### src/lmd_defines.svh
// register offsets, field positions, reset values and fixed levels for the local memory dma
// assumes the includer owns the register port and decodes 12 bits of byte offset
`ifndef LMD_DEFINES_SVH
`define LMD_DEFINES_SVH

// ----------------------------------------------------------------------------
// register byte offsets
// ----------------------------------------------------------------------------
`define LMD_OFF_CH0_STATUS 12'h000
`define LMD_OFF_CH0_MASK   12'h004
`define LMD_OFF_CH0_SRC    12'h008
`define LMD_OFF_CH0_DST    12'h00C
`define LMD_OFF_CH0_COUNT  12'h010
`define LMD_OFF_CH1_STATUS 12'h100
`define LMD_OFF_CH1_SRC    12'h108
`define LMD_OFF_CH1_DST    12'h10C
`define LMD_OFF_CH1_COUNT  12'h110

// ----------------------------------------------------------------------------
// field positions
// ----------------------------------------------------------------------------
`define LMD_RUNNING_BIT    0
`define LMD_QUEUED_BIT     1
`define LMD_IRQ_EN_BIT     28
`define LMD_FILL_BIT       16
`define LMD_LEVEL_LSB      29
`define LMD_LEVEL_MSB      31
`define LMD_CH0_BLK_MSB    3
`define LMD_LEN_MSB        15
`define LMD_CH0_PTR_LSB    5
`define LMD_CH1_DST_LSB    2

// ----------------------------------------------------------------------------
// reset values and fixed levels
// ----------------------------------------------------------------------------
`define LMD_RESET_WORD     32'h0000_0000
`define LMD_CH0_LEVEL      3'h0
`define LMD_WORD_BYTES     16'h0004
`define LMD_LAST_WORD      5'h1F

`endif

### src/lmd_pkg.sv
// types shared by the local memory dma: parameter sets, memory request, engine states
// assumes lmd_defines.svh is reachable on the include path
`default_nettype none

package lmd_pkg;

  // --------------------------------------------------------------------------
  // parameter sets
  // --------------------------------------------------------------------------
  typedef struct packed {
    logic [31:0] mask;
    logic [26:0] src;
    logic [26:0] dst;
    logic [3:0]  blocks;
    logic        irq_en;
  } lmd_ch0_set_s;

  typedef struct packed {
    logic [31:0] src;
    logic [29:0] dst;
    logic [15:0] len;
    logic        fill;
    logic        irq_en;
    logic [2:0]  level;
  } lmd_ch1_set_s;

  // --------------------------------------------------------------------------
  // memory request and engine states
  // --------------------------------------------------------------------------
  typedef struct packed {
    logic        valid;
    logic        we;
    logic [31:0] addr;
    logic [31:0] wdata;
    logic [2:0]  level;
  } lmd_mem_req_s;

  typedef enum logic [3:0] {
    LMD_IDLE  = 4'b0001,
    LMD_STEP  = 4'b0010,
    LMD_READ  = 4'b0100,
    LMD_WRITE = 4'b1000
  } lmd_state_e;

endpackage

`default_nettype wire

### src/lmd_dma_regs.sv
// two-channel local memory dma: register file, per-channel queue and one shared word engine
// assumes a single-clock register port from the core and a word memory port that acks requests
//
// Summary of operation
// RULE1: channel zero mask holds 32 bits, one per word of a block.
// RULE2: mask bit zero lets the word move, one blocks it.
// RULE3: software keeps channel zero pointers inside local memories or configuration space.
// RULE4: software makes exactly one channel zero side configuration space.
// RULE5: channel zero source keeps bits 31 to 5; low five read zero.
// RULE6: channel zero destination keeps bits 31 to 5; low five read zero.
// RULE7: channel zero moves block field plus one blocks of 32 words.
// RULE8: same mask every block; addresses advance through contiguous blocks.
// RULE9: channel zero interrupt enable raises done pulse after completion.
// RULE10: reserved count and status bits read zero and ignore writes.
// RULE11: channel one queued flag sets on submit while busy, clears on start.
// RULE12: channel one running flag covers first read to final write.
// RULE13: software puts channel one ends on different ports for throughput.
// RULE14: fill mode skips reads and writes the source value everywhere.
// RULE15: source keeps 32 bits; copies use it with two low bits zero.
// RULE16: channel one destination keeps bits 31 to 2; low two read zero.
// RULE17: channel one level bits 31 to 29 drive memory arbitration priority.
// RULE18: channel one interrupt enable raises done pulse at transfer end.
// RULE19: count bit 16 picks copy when zero, fill when one.
// RULE20: byte length in bits 15 to 0; zero completes at once.
// RULE21: writing the count register submits the transfer.
// RULE22: one running transfer per channel plus one queued set.
// RULE23: masked words are neither read nor written; offsets still advance.
`default_nettype none
`include "lmd_defines.svh"

module lmd_dma_regs
  import lmd_pkg::*;
(
  input  wire logic         clk_i,
  input  wire logic         rst_b_i,
  input  wire logic         reg_sel_i,
  input  wire logic         reg_we_i,
  input  wire logic [11:0]  reg_addr_i,
  input  wire logic [31:0]  reg_wdata_i,
  output logic      [31:0]  reg_rdata_o,
  output logic              reg_ack_o,
  output lmd_mem_req_s      mem_req_o,
  input  wire logic         mem_ack_i,
  input  wire logic [31:0]  mem_rdata_i,
  output logic              ch0_done_irq_o,
  output logic              ch1_done_irq_o
);

  // --------------------------------------------------------------------------
  // helpers
  // --------------------------------------------------------------------------
  function automatic logic [31:0] off_add(input logic [31:0] base, input logic [15:0] off);
    off_add = base + {16'h0000, off};
  endfunction

  // the address is an argument so the decode wires follow every change of it
  function automatic logic hit(input logic [11:0] a, input logic [11:0] off);
    hit = (a == off);
  endfunction

  // --------------------------------------------------------------------------
  // state
  // --------------------------------------------------------------------------
  logic [31:0]  c0_mask_reg;
  logic [26:0]  c0_src_reg;
  logic [26:0]  c0_dst_reg;
  logic [3:0]   c0_blocks_reg;
  logic         c0_irq_en_reg;
  logic [31:0]  c1_src_reg;
  logic [29:0]  c1_dst_reg;
  logic [15:0]  c1_len_reg;
  logic         c1_fill_reg;
  logic         c1_irq_en_reg;
  logic [2:0]   c1_level_reg;

  lmd_ch0_set_s c0_act_reg;
  lmd_ch0_set_s c0_q_reg;
  lmd_ch1_set_s c1_act_reg;
  lmd_ch1_set_s c1_q_reg;
  logic         c0_run_reg;
  logic         c0_queued_reg;
  logic         c1_run_reg;
  logic         c1_queued_reg;

  lmd_state_e   state_reg;
  logic         sel_reg;
  logic [4:0]   c0_word_reg;
  logic [4:0]   c0_blk_reg;
  logic [15:0]  c1_off_reg;
  lmd_mem_req_s mem_req_reg;
  logic [31:0]  rdata_reg;
  logic         ack_reg;
  logic         c0_irq_reg;
  logic         c1_irq_reg;

  // --------------------------------------------------------------------------
  // register decode
  // --------------------------------------------------------------------------
  wire logic wr_any      = reg_sel_i && reg_we_i;
  wire logic wr_c0_mask  = wr_any && hit(reg_addr_i, `LMD_OFF_CH0_MASK);
  wire logic wr_c0_src   = wr_any && hit(reg_addr_i, `LMD_OFF_CH0_SRC);
  wire logic wr_c0_dst   = wr_any && hit(reg_addr_i, `LMD_OFF_CH0_DST);
  wire logic wr_c1_src   = wr_any && hit(reg_addr_i, `LMD_OFF_CH1_SRC);
  wire logic wr_c1_dst   = wr_any && hit(reg_addr_i, `LMD_OFF_CH1_DST);
  // RULE21: count write submits
  wire logic submit0     = wr_any && hit(reg_addr_i, `LMD_OFF_CH0_COUNT);
  wire logic submit1     = wr_any && hit(reg_addr_i, `LMD_OFF_CH1_COUNT);

  // submitted set: held mask and pointers plus the count word
  wire lmd_ch0_set_s new0 = '{mask:   c0_mask_reg,
                              src:    c0_src_reg,
                              dst:    c0_dst_reg,
                              blocks: reg_wdata_i[`LMD_CH0_BLK_MSB:0],
                              irq_en: reg_wdata_i[`LMD_IRQ_EN_BIT]};
  wire lmd_ch1_set_s new1 = '{src:    c1_src_reg,
                              dst:    c1_dst_reg,
                              len:    reg_wdata_i[`LMD_LEN_MSB:0],
                              fill:   reg_wdata_i[`LMD_FILL_BIT],
                              irq_en: reg_wdata_i[`LMD_IRQ_EN_BIT],
                              level:  reg_wdata_i[`LMD_LEVEL_MSB:`LMD_LEVEL_LSB]};

  // RULE10: reserved fields read as zero
  wire logic [31:0] rd_c0_count = {3'h0, c0_irq_en_reg, 24'h00_0000, c0_blocks_reg};
  wire logic [31:0] rd_c1_count = {c1_level_reg, c1_irq_en_reg, 11'h000, c1_fill_reg,
                                   c1_len_reg};
  // RULE5: low pointer bits read zero
  wire logic [31:0] rd_c0_src   = {c0_src_reg, 5'h00};
  // RULE6: low pointer bits read zero
  wire logic [31:0] rd_c0_dst   = {c0_dst_reg, 5'h00};
  // RULE16: low two bits read zero
  wire logic [31:0] rd_c1_dst   = {c1_dst_reg, 2'h0};
  wire logic [31:0] rd_val =
    (reg_addr_i == `LMD_OFF_CH0_STATUS) ? {30'h0000_0000, c0_queued_reg, c0_run_reg} :
    (reg_addr_i == `LMD_OFF_CH0_MASK)   ? c0_mask_reg :
    (reg_addr_i == `LMD_OFF_CH0_SRC)    ? rd_c0_src :
    (reg_addr_i == `LMD_OFF_CH0_DST)    ? rd_c0_dst :
    (reg_addr_i == `LMD_OFF_CH0_COUNT)  ? rd_c0_count :
    (reg_addr_i == `LMD_OFF_CH1_STATUS) ? {30'h0000_0000, c1_queued_reg, c1_run_reg} :
    (reg_addr_i == `LMD_OFF_CH1_SRC)    ? c1_src_reg :
    (reg_addr_i == `LMD_OFF_CH1_DST)    ? rd_c1_dst :
    (reg_addr_i == `LMD_OFF_CH1_COUNT)  ? rd_c1_count : `LMD_RESET_WORD;

  // --------------------------------------------------------------------------
  // engine decode
  // --------------------------------------------------------------------------
  wire logic [4:0]  c0_end   = {1'b0, c0_act_reg.blocks} + 5'h01;
  // RULE7: blocks field plus one
  wire logic        c0_done  = (c0_blk_reg == c0_end);
  // RULE20: zero length finishes at once
  wire logic        c1_done  = (c1_off_reg >= c1_act_reg.len);
  wire logic        cur_done = sel_reg ? c1_done : c0_done;
  // RULE2: set bit blocks the word
  wire logic        cur_skip = !sel_reg && c0_act_reg.mask[c0_word_reg];
  // RULE14: fill never reads
  wire logic        cur_fill = sel_reg && c1_act_reg.fill;
  // RULE8: contiguous blocks, same mask
  wire logic [15:0] c0_off   = {5'h00, c0_blk_reg[3:0], c0_word_reg, 2'h0};
  // RULE15: copy source drops two low bits
  wire logic [31:0] c1_rd    = off_add({c1_act_reg.src[31:2], 2'h0}, c1_off_reg);
  wire logic [31:0] rd_addr  = sel_reg ? c1_rd
                                       : off_add({c0_act_reg.src, 5'h00}, c0_off);
  wire logic [31:0] wr_addr  = sel_reg ? off_add({c1_act_reg.dst, 2'h0}, c1_off_reg)
                                       : off_add({c0_act_reg.dst, 5'h00}, c0_off);
  // RULE17: channel one level drives arbitration
  wire logic [2:0]  cur_lvl  = sel_reg ? c1_act_reg.level : `LMD_CH0_LEVEL;
  wire logic        in_step  = (state_reg == LMD_STEP);
  wire logic        finish0  = in_step && cur_done && !sel_reg;
  wire logic        finish1  = in_step && cur_done && sel_reg;
  // RULE23: masked words still advance
  wire logic        advance  = (in_step && !cur_done && cur_skip) ||
                               ((state_reg == LMD_WRITE) && mem_ack_i);

  // --------------------------------------------------------------------------
  // channel queue control; a submit in the finishing cycle is never lost
  // --------------------------------------------------------------------------
  // RULE22: one running, one queued
  wire logic start0   = submit0 && (!c0_run_reg || (finish0 && !c0_queued_reg));
  wire logic promote0 = finish0 && c0_queued_reg;
  wire logic start1   = submit1 && (!c1_run_reg || (finish1 && !c1_queued_reg));
  wire logic promote1 = finish1 && c1_queued_reg;
  // RULE11: set on busy submit, clear on start
  wire logic c0_queued_next = (submit0 && !start0) || (c0_queued_reg && !finish0);
  wire logic c1_queued_next = (submit1 && !start1) || (c1_queued_reg && !finish1);
  // RULE12: running until last write
  wire logic c0_run_next    = start0 || promote0 || (c0_run_reg && !finish0);
  wire logic c1_run_next    = start1 || promote1 || (c1_run_reg && !finish1);

  // --------------------------------------------------------------------------
  // programmed registers
  // --------------------------------------------------------------------------
  always_ff @(posedge clk_i or negedge rst_b_i) begin
    if (!rst_b_i) begin
      c0_mask_reg   <= `LMD_RESET_WORD;
      c0_src_reg    <= '0;
      c0_dst_reg    <= '0;
      c0_blocks_reg <= '0;
      c0_irq_en_reg <= 1'b0;
      c1_src_reg    <= `LMD_RESET_WORD;
      c1_dst_reg    <= '0;
      c1_len_reg    <= '0;
      c1_fill_reg   <= 1'b0;
      c1_irq_en_reg <= 1'b0;
      c1_level_reg  <= '0;
    end else begin
      // RULE1: full 32 bit mask
      if (wr_c0_mask) c0_mask_reg <= reg_wdata_i;
      if (wr_c0_src) c0_src_reg <= reg_wdata_i[31:`LMD_CH0_PTR_LSB];
      if (wr_c0_dst) c0_dst_reg <= reg_wdata_i[31:`LMD_CH0_PTR_LSB];
      if (submit0) begin
        c0_blocks_reg <= new0.blocks;
        c0_irq_en_reg <= new0.irq_en;
      end
      if (wr_c1_src) c1_src_reg <= reg_wdata_i;
      if (wr_c1_dst) c1_dst_reg <= reg_wdata_i[31:`LMD_CH1_DST_LSB];
      if (submit1) begin
        c1_len_reg    <= new1.len;
        // RULE19: fill select bit
        c1_fill_reg   <= new1.fill;
        c1_irq_en_reg <= new1.irq_en;
        c1_level_reg  <= new1.level;
      end
    end
  end

  // --------------------------------------------------------------------------
  // parameter sets and flags
  // --------------------------------------------------------------------------
  always_ff @(posedge clk_i or negedge rst_b_i) begin
    if (!rst_b_i) begin
      c0_act_reg    <= '0;
      c0_q_reg      <= '0;
      c1_act_reg    <= '0;
      c1_q_reg      <= '0;
      c0_run_reg    <= 1'b0;
      c0_queued_reg <= 1'b0;
      c1_run_reg    <= 1'b0;
      c1_queued_reg <= 1'b0;
    end else begin
      c0_run_reg    <= c0_run_next;
      c0_queued_reg <= c0_queued_next;
      c1_run_reg    <= c1_run_next;
      c1_queued_reg <= c1_queued_next;
      if (start0) c0_act_reg <= new0;
      else if (promote0) c0_act_reg <= c0_q_reg;
      if (submit0 && !start0) c0_q_reg <= new0;
      if (start1) c1_act_reg <= new1;
      else if (promote1) c1_act_reg <= c1_q_reg;
      if (submit1 && !start1) c1_q_reg <= new1;
    end
  end

  // --------------------------------------------------------------------------
  // word engine
  // --------------------------------------------------------------------------
  always_ff @(posedge clk_i or negedge rst_b_i) begin
    if (!rst_b_i) begin
      state_reg   <= LMD_IDLE;
      sel_reg     <= 1'b0;
      mem_req_reg <= '0;
    end else begin
      unique case (state_reg)
        LMD_IDLE: begin
          // channel zero first; a transfer
          // keeps the engine until its end
          if (c0_run_reg) begin
            sel_reg   <= 1'b0;
            state_reg <= LMD_STEP;
          end else if (c1_run_reg) begin
            sel_reg   <= 1'b1;
            state_reg <= LMD_STEP;
          end
        end
        LMD_STEP: begin
          if (cur_done) begin
            state_reg <= LMD_IDLE;
          end else if (!cur_skip) begin
            mem_req_reg <= '{valid: 1'b1,
                             we:    cur_fill,
                             addr:  cur_fill ? wr_addr : rd_addr,
                             wdata: cur_fill ? c1_act_reg.src : `LMD_RESET_WORD,
                             level: cur_lvl};
            state_reg   <= cur_fill ? LMD_WRITE : LMD_READ;
          end
        end
        LMD_READ: begin
          if (mem_ack_i) begin
            mem_req_reg.we    <= 1'b1;
            mem_req_reg.addr  <= wr_addr;
            mem_req_reg.wdata <= mem_rdata_i;
            state_reg         <= LMD_WRITE;
          end
        end
        LMD_WRITE: begin
          if (mem_ack_i) begin
            mem_req_reg.valid <= 1'b0;
            mem_req_reg.we    <= 1'b0;
            state_reg         <= LMD_STEP;
          end
        end
        default: state_reg <= LMD_IDLE;
      endcase
    end
  end

  // counters clear on finish so each set starts at zero
  always_ff @(posedge clk_i or negedge rst_b_i) begin
    if (!rst_b_i) begin
      c0_word_reg <= '0;
      c0_blk_reg  <= '0;
      c1_off_reg  <= '0;
    end else if (finish0) begin
      c0_word_reg <= '0;
      c0_blk_reg  <= '0;
    end else if (finish1) begin
      c1_off_reg <= '0;
    end else if (advance && !sel_reg) begin
      c0_word_reg <= c0_word_reg + 5'h01;
      if (c0_word_reg == `LMD_LAST_WORD) c0_blk_reg <= c0_blk_reg + 5'h01;
    end else if (advance) begin
      c1_off_reg <= c1_off_reg + `LMD_WORD_BYTES;
    end
  end

  // --------------------------------------------------------------------------
  // register answers and done pulses
  // --------------------------------------------------------------------------
  always_ff @(posedge clk_i or negedge rst_b_i) begin
    if (!rst_b_i) begin
      rdata_reg  <= `LMD_RESET_WORD;
      ack_reg    <= 1'b0;
      c0_irq_reg <= 1'b0;
      c1_irq_reg <= 1'b0;
    end else begin
      ack_reg <= reg_sel_i;
      if (reg_sel_i && !reg_we_i) rdata_reg <= rd_val;
      // RULE9: pulse when enabled
      c0_irq_reg <= finish0 && c0_act_reg.irq_en;
      // RULE18: pulse when enabled
      c1_irq_reg <= finish1 && c1_act_reg.irq_en;
    end
  end

  assign reg_rdata_o    = rdata_reg;
  assign reg_ack_o      = ack_reg;
  assign mem_req_o      = mem_req_reg;
  assign ch0_done_irq_o = c0_irq_reg;
  assign ch1_done_irq_o = c1_irq_reg;

endmodule

`default_nettype wire

### config.mk
export PLATFORM = sky130hd
export DESIGN_NAME = lmd_dma_regs
export DESIGN_NICKNAME = d
export VERILOG_FILES = /design/src/lmd_pkg.sv /design/src/lmd_dma_regs.sv
export VERILOG_INCLUDE_DIRS = /design/src /design/src/src
export SDC_FILE = /design/constraint.sdc
export NUM_CORES = 1
export LEC_CHECK = 0
export CAP_MARGIN = 0
export CORE_MARGIN = 1
export CORE_UTILIZATION = 44
export DETAILED_ROUTE_END_ITERATION = 10
export DONT_BUFFER_PORTS = 1
export PLACE_DENSITY = 0.61
export SLEW_MARGIN = 30
export SYNTH_ARGS = -nofsm -noshare
export SYNTH_HDL_FRONTEND = slang
export SYNTH_SLANG_ARGS = --single-unit
### constraint.sdc
create_clock -name clk_i -period 6 [get_ports clk_i]
set_clock_uncertainty 0.15 [all_clocks]
set_input_delay 1.2 -clock clk_i [delete_from_list [all_inputs] [get_ports clk_i]]
set_output_delay 1.2 -clock clk_i [all_outputs]
set_load 0.01 [all_outputs]
==> run metrics <==
worst-path fanout max=61; LEAKAGE=17.76 nW; Final setup viols=0; Tmin final=4.290 ns; CTS Root Cell=clkbuf_16; Worst Path Arrival=4.63 ns; initial antenna violation count=3; Required @ worst endpoint=6.34 ns; Max Slew Vio Count=345; #FFs+latches synth=658; worst slack at placement=1.530 ns; GP Congestion=0.8839; YS warnings=0; status=finished, violations left; Worst Slack Setup Final=1.710 ns; cells after synthesis=2914; CP Capture Type=flop; Buf+Inv Stages, Crit Path=3; Clock Latency Late Sink=0.64 ns; chip width=273.8 um; Setup Buffers After CTS=0; EDFF count, synth=0; synthesized area per cell=11.15 um^2; R2R Setup Slk=1.71 ns; critical path class=flop to flop; top cells by area, synth=dfrtp_1 51%, mux2_2 12%, mux2i_1 6.0%; total gr overflow=0; die height=273.8 um; CTS Sinks=658; drt first-iter violations=2204; Hold Fails Final Rpt=0; Slew @ Worst Pin=1.891 ns; Synth top cells by count=657 x dfrtp_1, 345 x mux2_2, 309 x nor2_1, 296 x a21oi_1, 195 x mux2i_1; peak supply drop=0.2279 mV; CTS tree=yes; cell-by-cell trace of the critical path=ha_1 > nand4_1 > a21oi_1 > o2111ai_1 > a2111oi_4 > buf_4 > nand2_1 > a21o_4 > buf_16 > buf_4 > nor2_1 > a21oi_1; starting density of the core=0.4447; Die ar.=74960 um^2; largest delay contributor family on the critical path=compound AO/OA/AOI/OAI gates; RR Endpoint=c0_act_reg[65]$_DFFE_PN0P_; routed len/inst=24.66 um; Synth Flop Type=dfrtp_1; worst min path class=input port to async pin; f_max=233.1 MHz; Core ar.=73080 um^2; hold_buf cts=0; CP max stage delay=0.76 ns; largest net degree at the start of global routing=659; worst r2r src=c1_off_reg[7]$_DFFE_PN0P_; setup tns final=0 ns; Mapped Area=32500 um^2; slowest CP cell=a2111oi_4; violated checks=design-rule violations, max-slew violations; post-CTS sizing=0; total of max-cap violations=0; Vias=23095; Mapped Nets=3058; async set or reset register ratio after synthesis=1.000; # IOs=185; dpl hpwl=66.53 mm; Clock Path Buffers=3; CTS H-tree lvls=3; share of layout cells above drive strength 1=0.1868; power per cell area=361.8 nW/um^2; most frequent cell after synthesis=dfrtp_1; drt total wl=95.20 mm; top-area cell type share of the netlist area=0.5058; unrepaired setup endpoints after global routing=false; area delta synth->final=9.832%; Rows=99; crit share post-route=0.7150; vias per cell=5.982; first-pass GRT wire length=143.7 mm; Port Buffers=0; clock slew at reported path FFs=0.06 ns; nets=2993; worst reg-to-reg path cell count=12; vias in the first global route=22255; crit start category=flop; Seq/Total Area, Yosys=0.5066; Synth cell types=79; Total GRT Usage=0.2545; total CTS buffers=74; post-route ant nets=0; Slew HR=-0.2610; DR DRC count=27; Yosys top cell by area=dfrtp_1; First-pass DRT Iterations=11
## power breakdown
group          total [mW]  switching [mW]  internal (mW)
clock network        4.57            1.88           2.69
registers            5.78           0.780           5.00
logic                2.57            1.50           1.07
total                12.9            4.15           8.76
## metal layers
metal / wire, um / track usage / vias up
li1: - / - / 10460
met3: 6482 / 0.03719 / 125
met4: 2221 / 0.07277 / 0
met2: 42440 / 0.3822 / 772
met5: 0 / 0 / -
met1: 44060 / 0.3796 / 11738
## layout by cell type, fill, tap and decap left out, types with 34 or more instances in the layout
cell type  netlist  routed
dfrtp_1        657     655
mux2_2         345     345
nor2_1         309     307
a21oi_1        296     293
mux2i_1        195     195
nand2_1        132     129
o21ai_0        101     101
clkbuf_16        0      74
ha_1            59      59
xnor2_1         51      51
nand3_1         50      49
xor2_1          49      49
inv_1           40      40
a22oi_1         38      38
buf_4           17      34
## cells by family after synthesis
logic type	count (synthesis)	share of synthesized area
flops	658	0.5066
xor+xnor	100	0.02695
compound gates	664	0.1289
fa+ha+maj	63	0.02518
simple gates	648	0.08997
buf+inv	221	0.03168
mux	560	0.1907
## worst max-delay path by stage
stage	start	to	slack, ns	cells after the start
2_1_floorplan	reg_addr_i[1]	reg_rdata_o[10]$_DFFE_PN0P_	2.51	10
3_3_place_gp	reg_addr_i[1]	c1_q_reg[78]$_DFFE_PN0P_	1.48	9
3_5_place_dp	reg_addr_i[1]	c1_q_reg[78]$_DFFE_PN0P_	1.53	9
4_1_cts	c1_off_reg[10]$_DFFE_PN0P_	c0_act_reg[65]$_DFFE_PN0P_	1.64	11
5_1_grt	c1_off_reg[7]$_DFFE_PN0P_	c0_act_reg[65]$_DFFE_PN0P_	1.46	12
6_report	c1_off_reg[7]$_DFFE_PN0P_	c0_act_reg[65]$_DFFE_PN0P_	1.71	12
## metrics by stage
| stage | instance area, um^2 | utilization | power [mW] | hold slack, ns | std cells |
|---|---|---|---|---|---|
| 2_1_floorplan | 32500 | - | 7.509 | 0.3033 | 2914 |
| 3_3_place_gp | 33240 | 0.4549 | 8.297 | 0.3263 | 3730 |
| 3_5_place_dp | 33250 | 0.4550 | 8.398 | 0.3339 | 3731 |
| 4_1_cts | 35670 | 0.4880 | 12.99 | 0.1134 | 3859 |
| 5_1_grt | 35700 | 0.4885 | 13.55 | 0.1251 | 3861 |
| 6_report | 35700 | 0.4885 | 12.92 | 0.1404 | 3861 |
## layout make-up
type / count / area, um^2
tap: 959 / 1200
inverter: 41 / 153.9
antenna: 1 / 2.502
timing repair buffer: 39 / 362.8
multi-input combinational: 2035 / 15090
sequential: 658 / 16470
clock inverter: 27 / 371.6
fill: 6481 / 37380
clock buffer: 101 / 2043
Power figures use the tool's default switching activity.
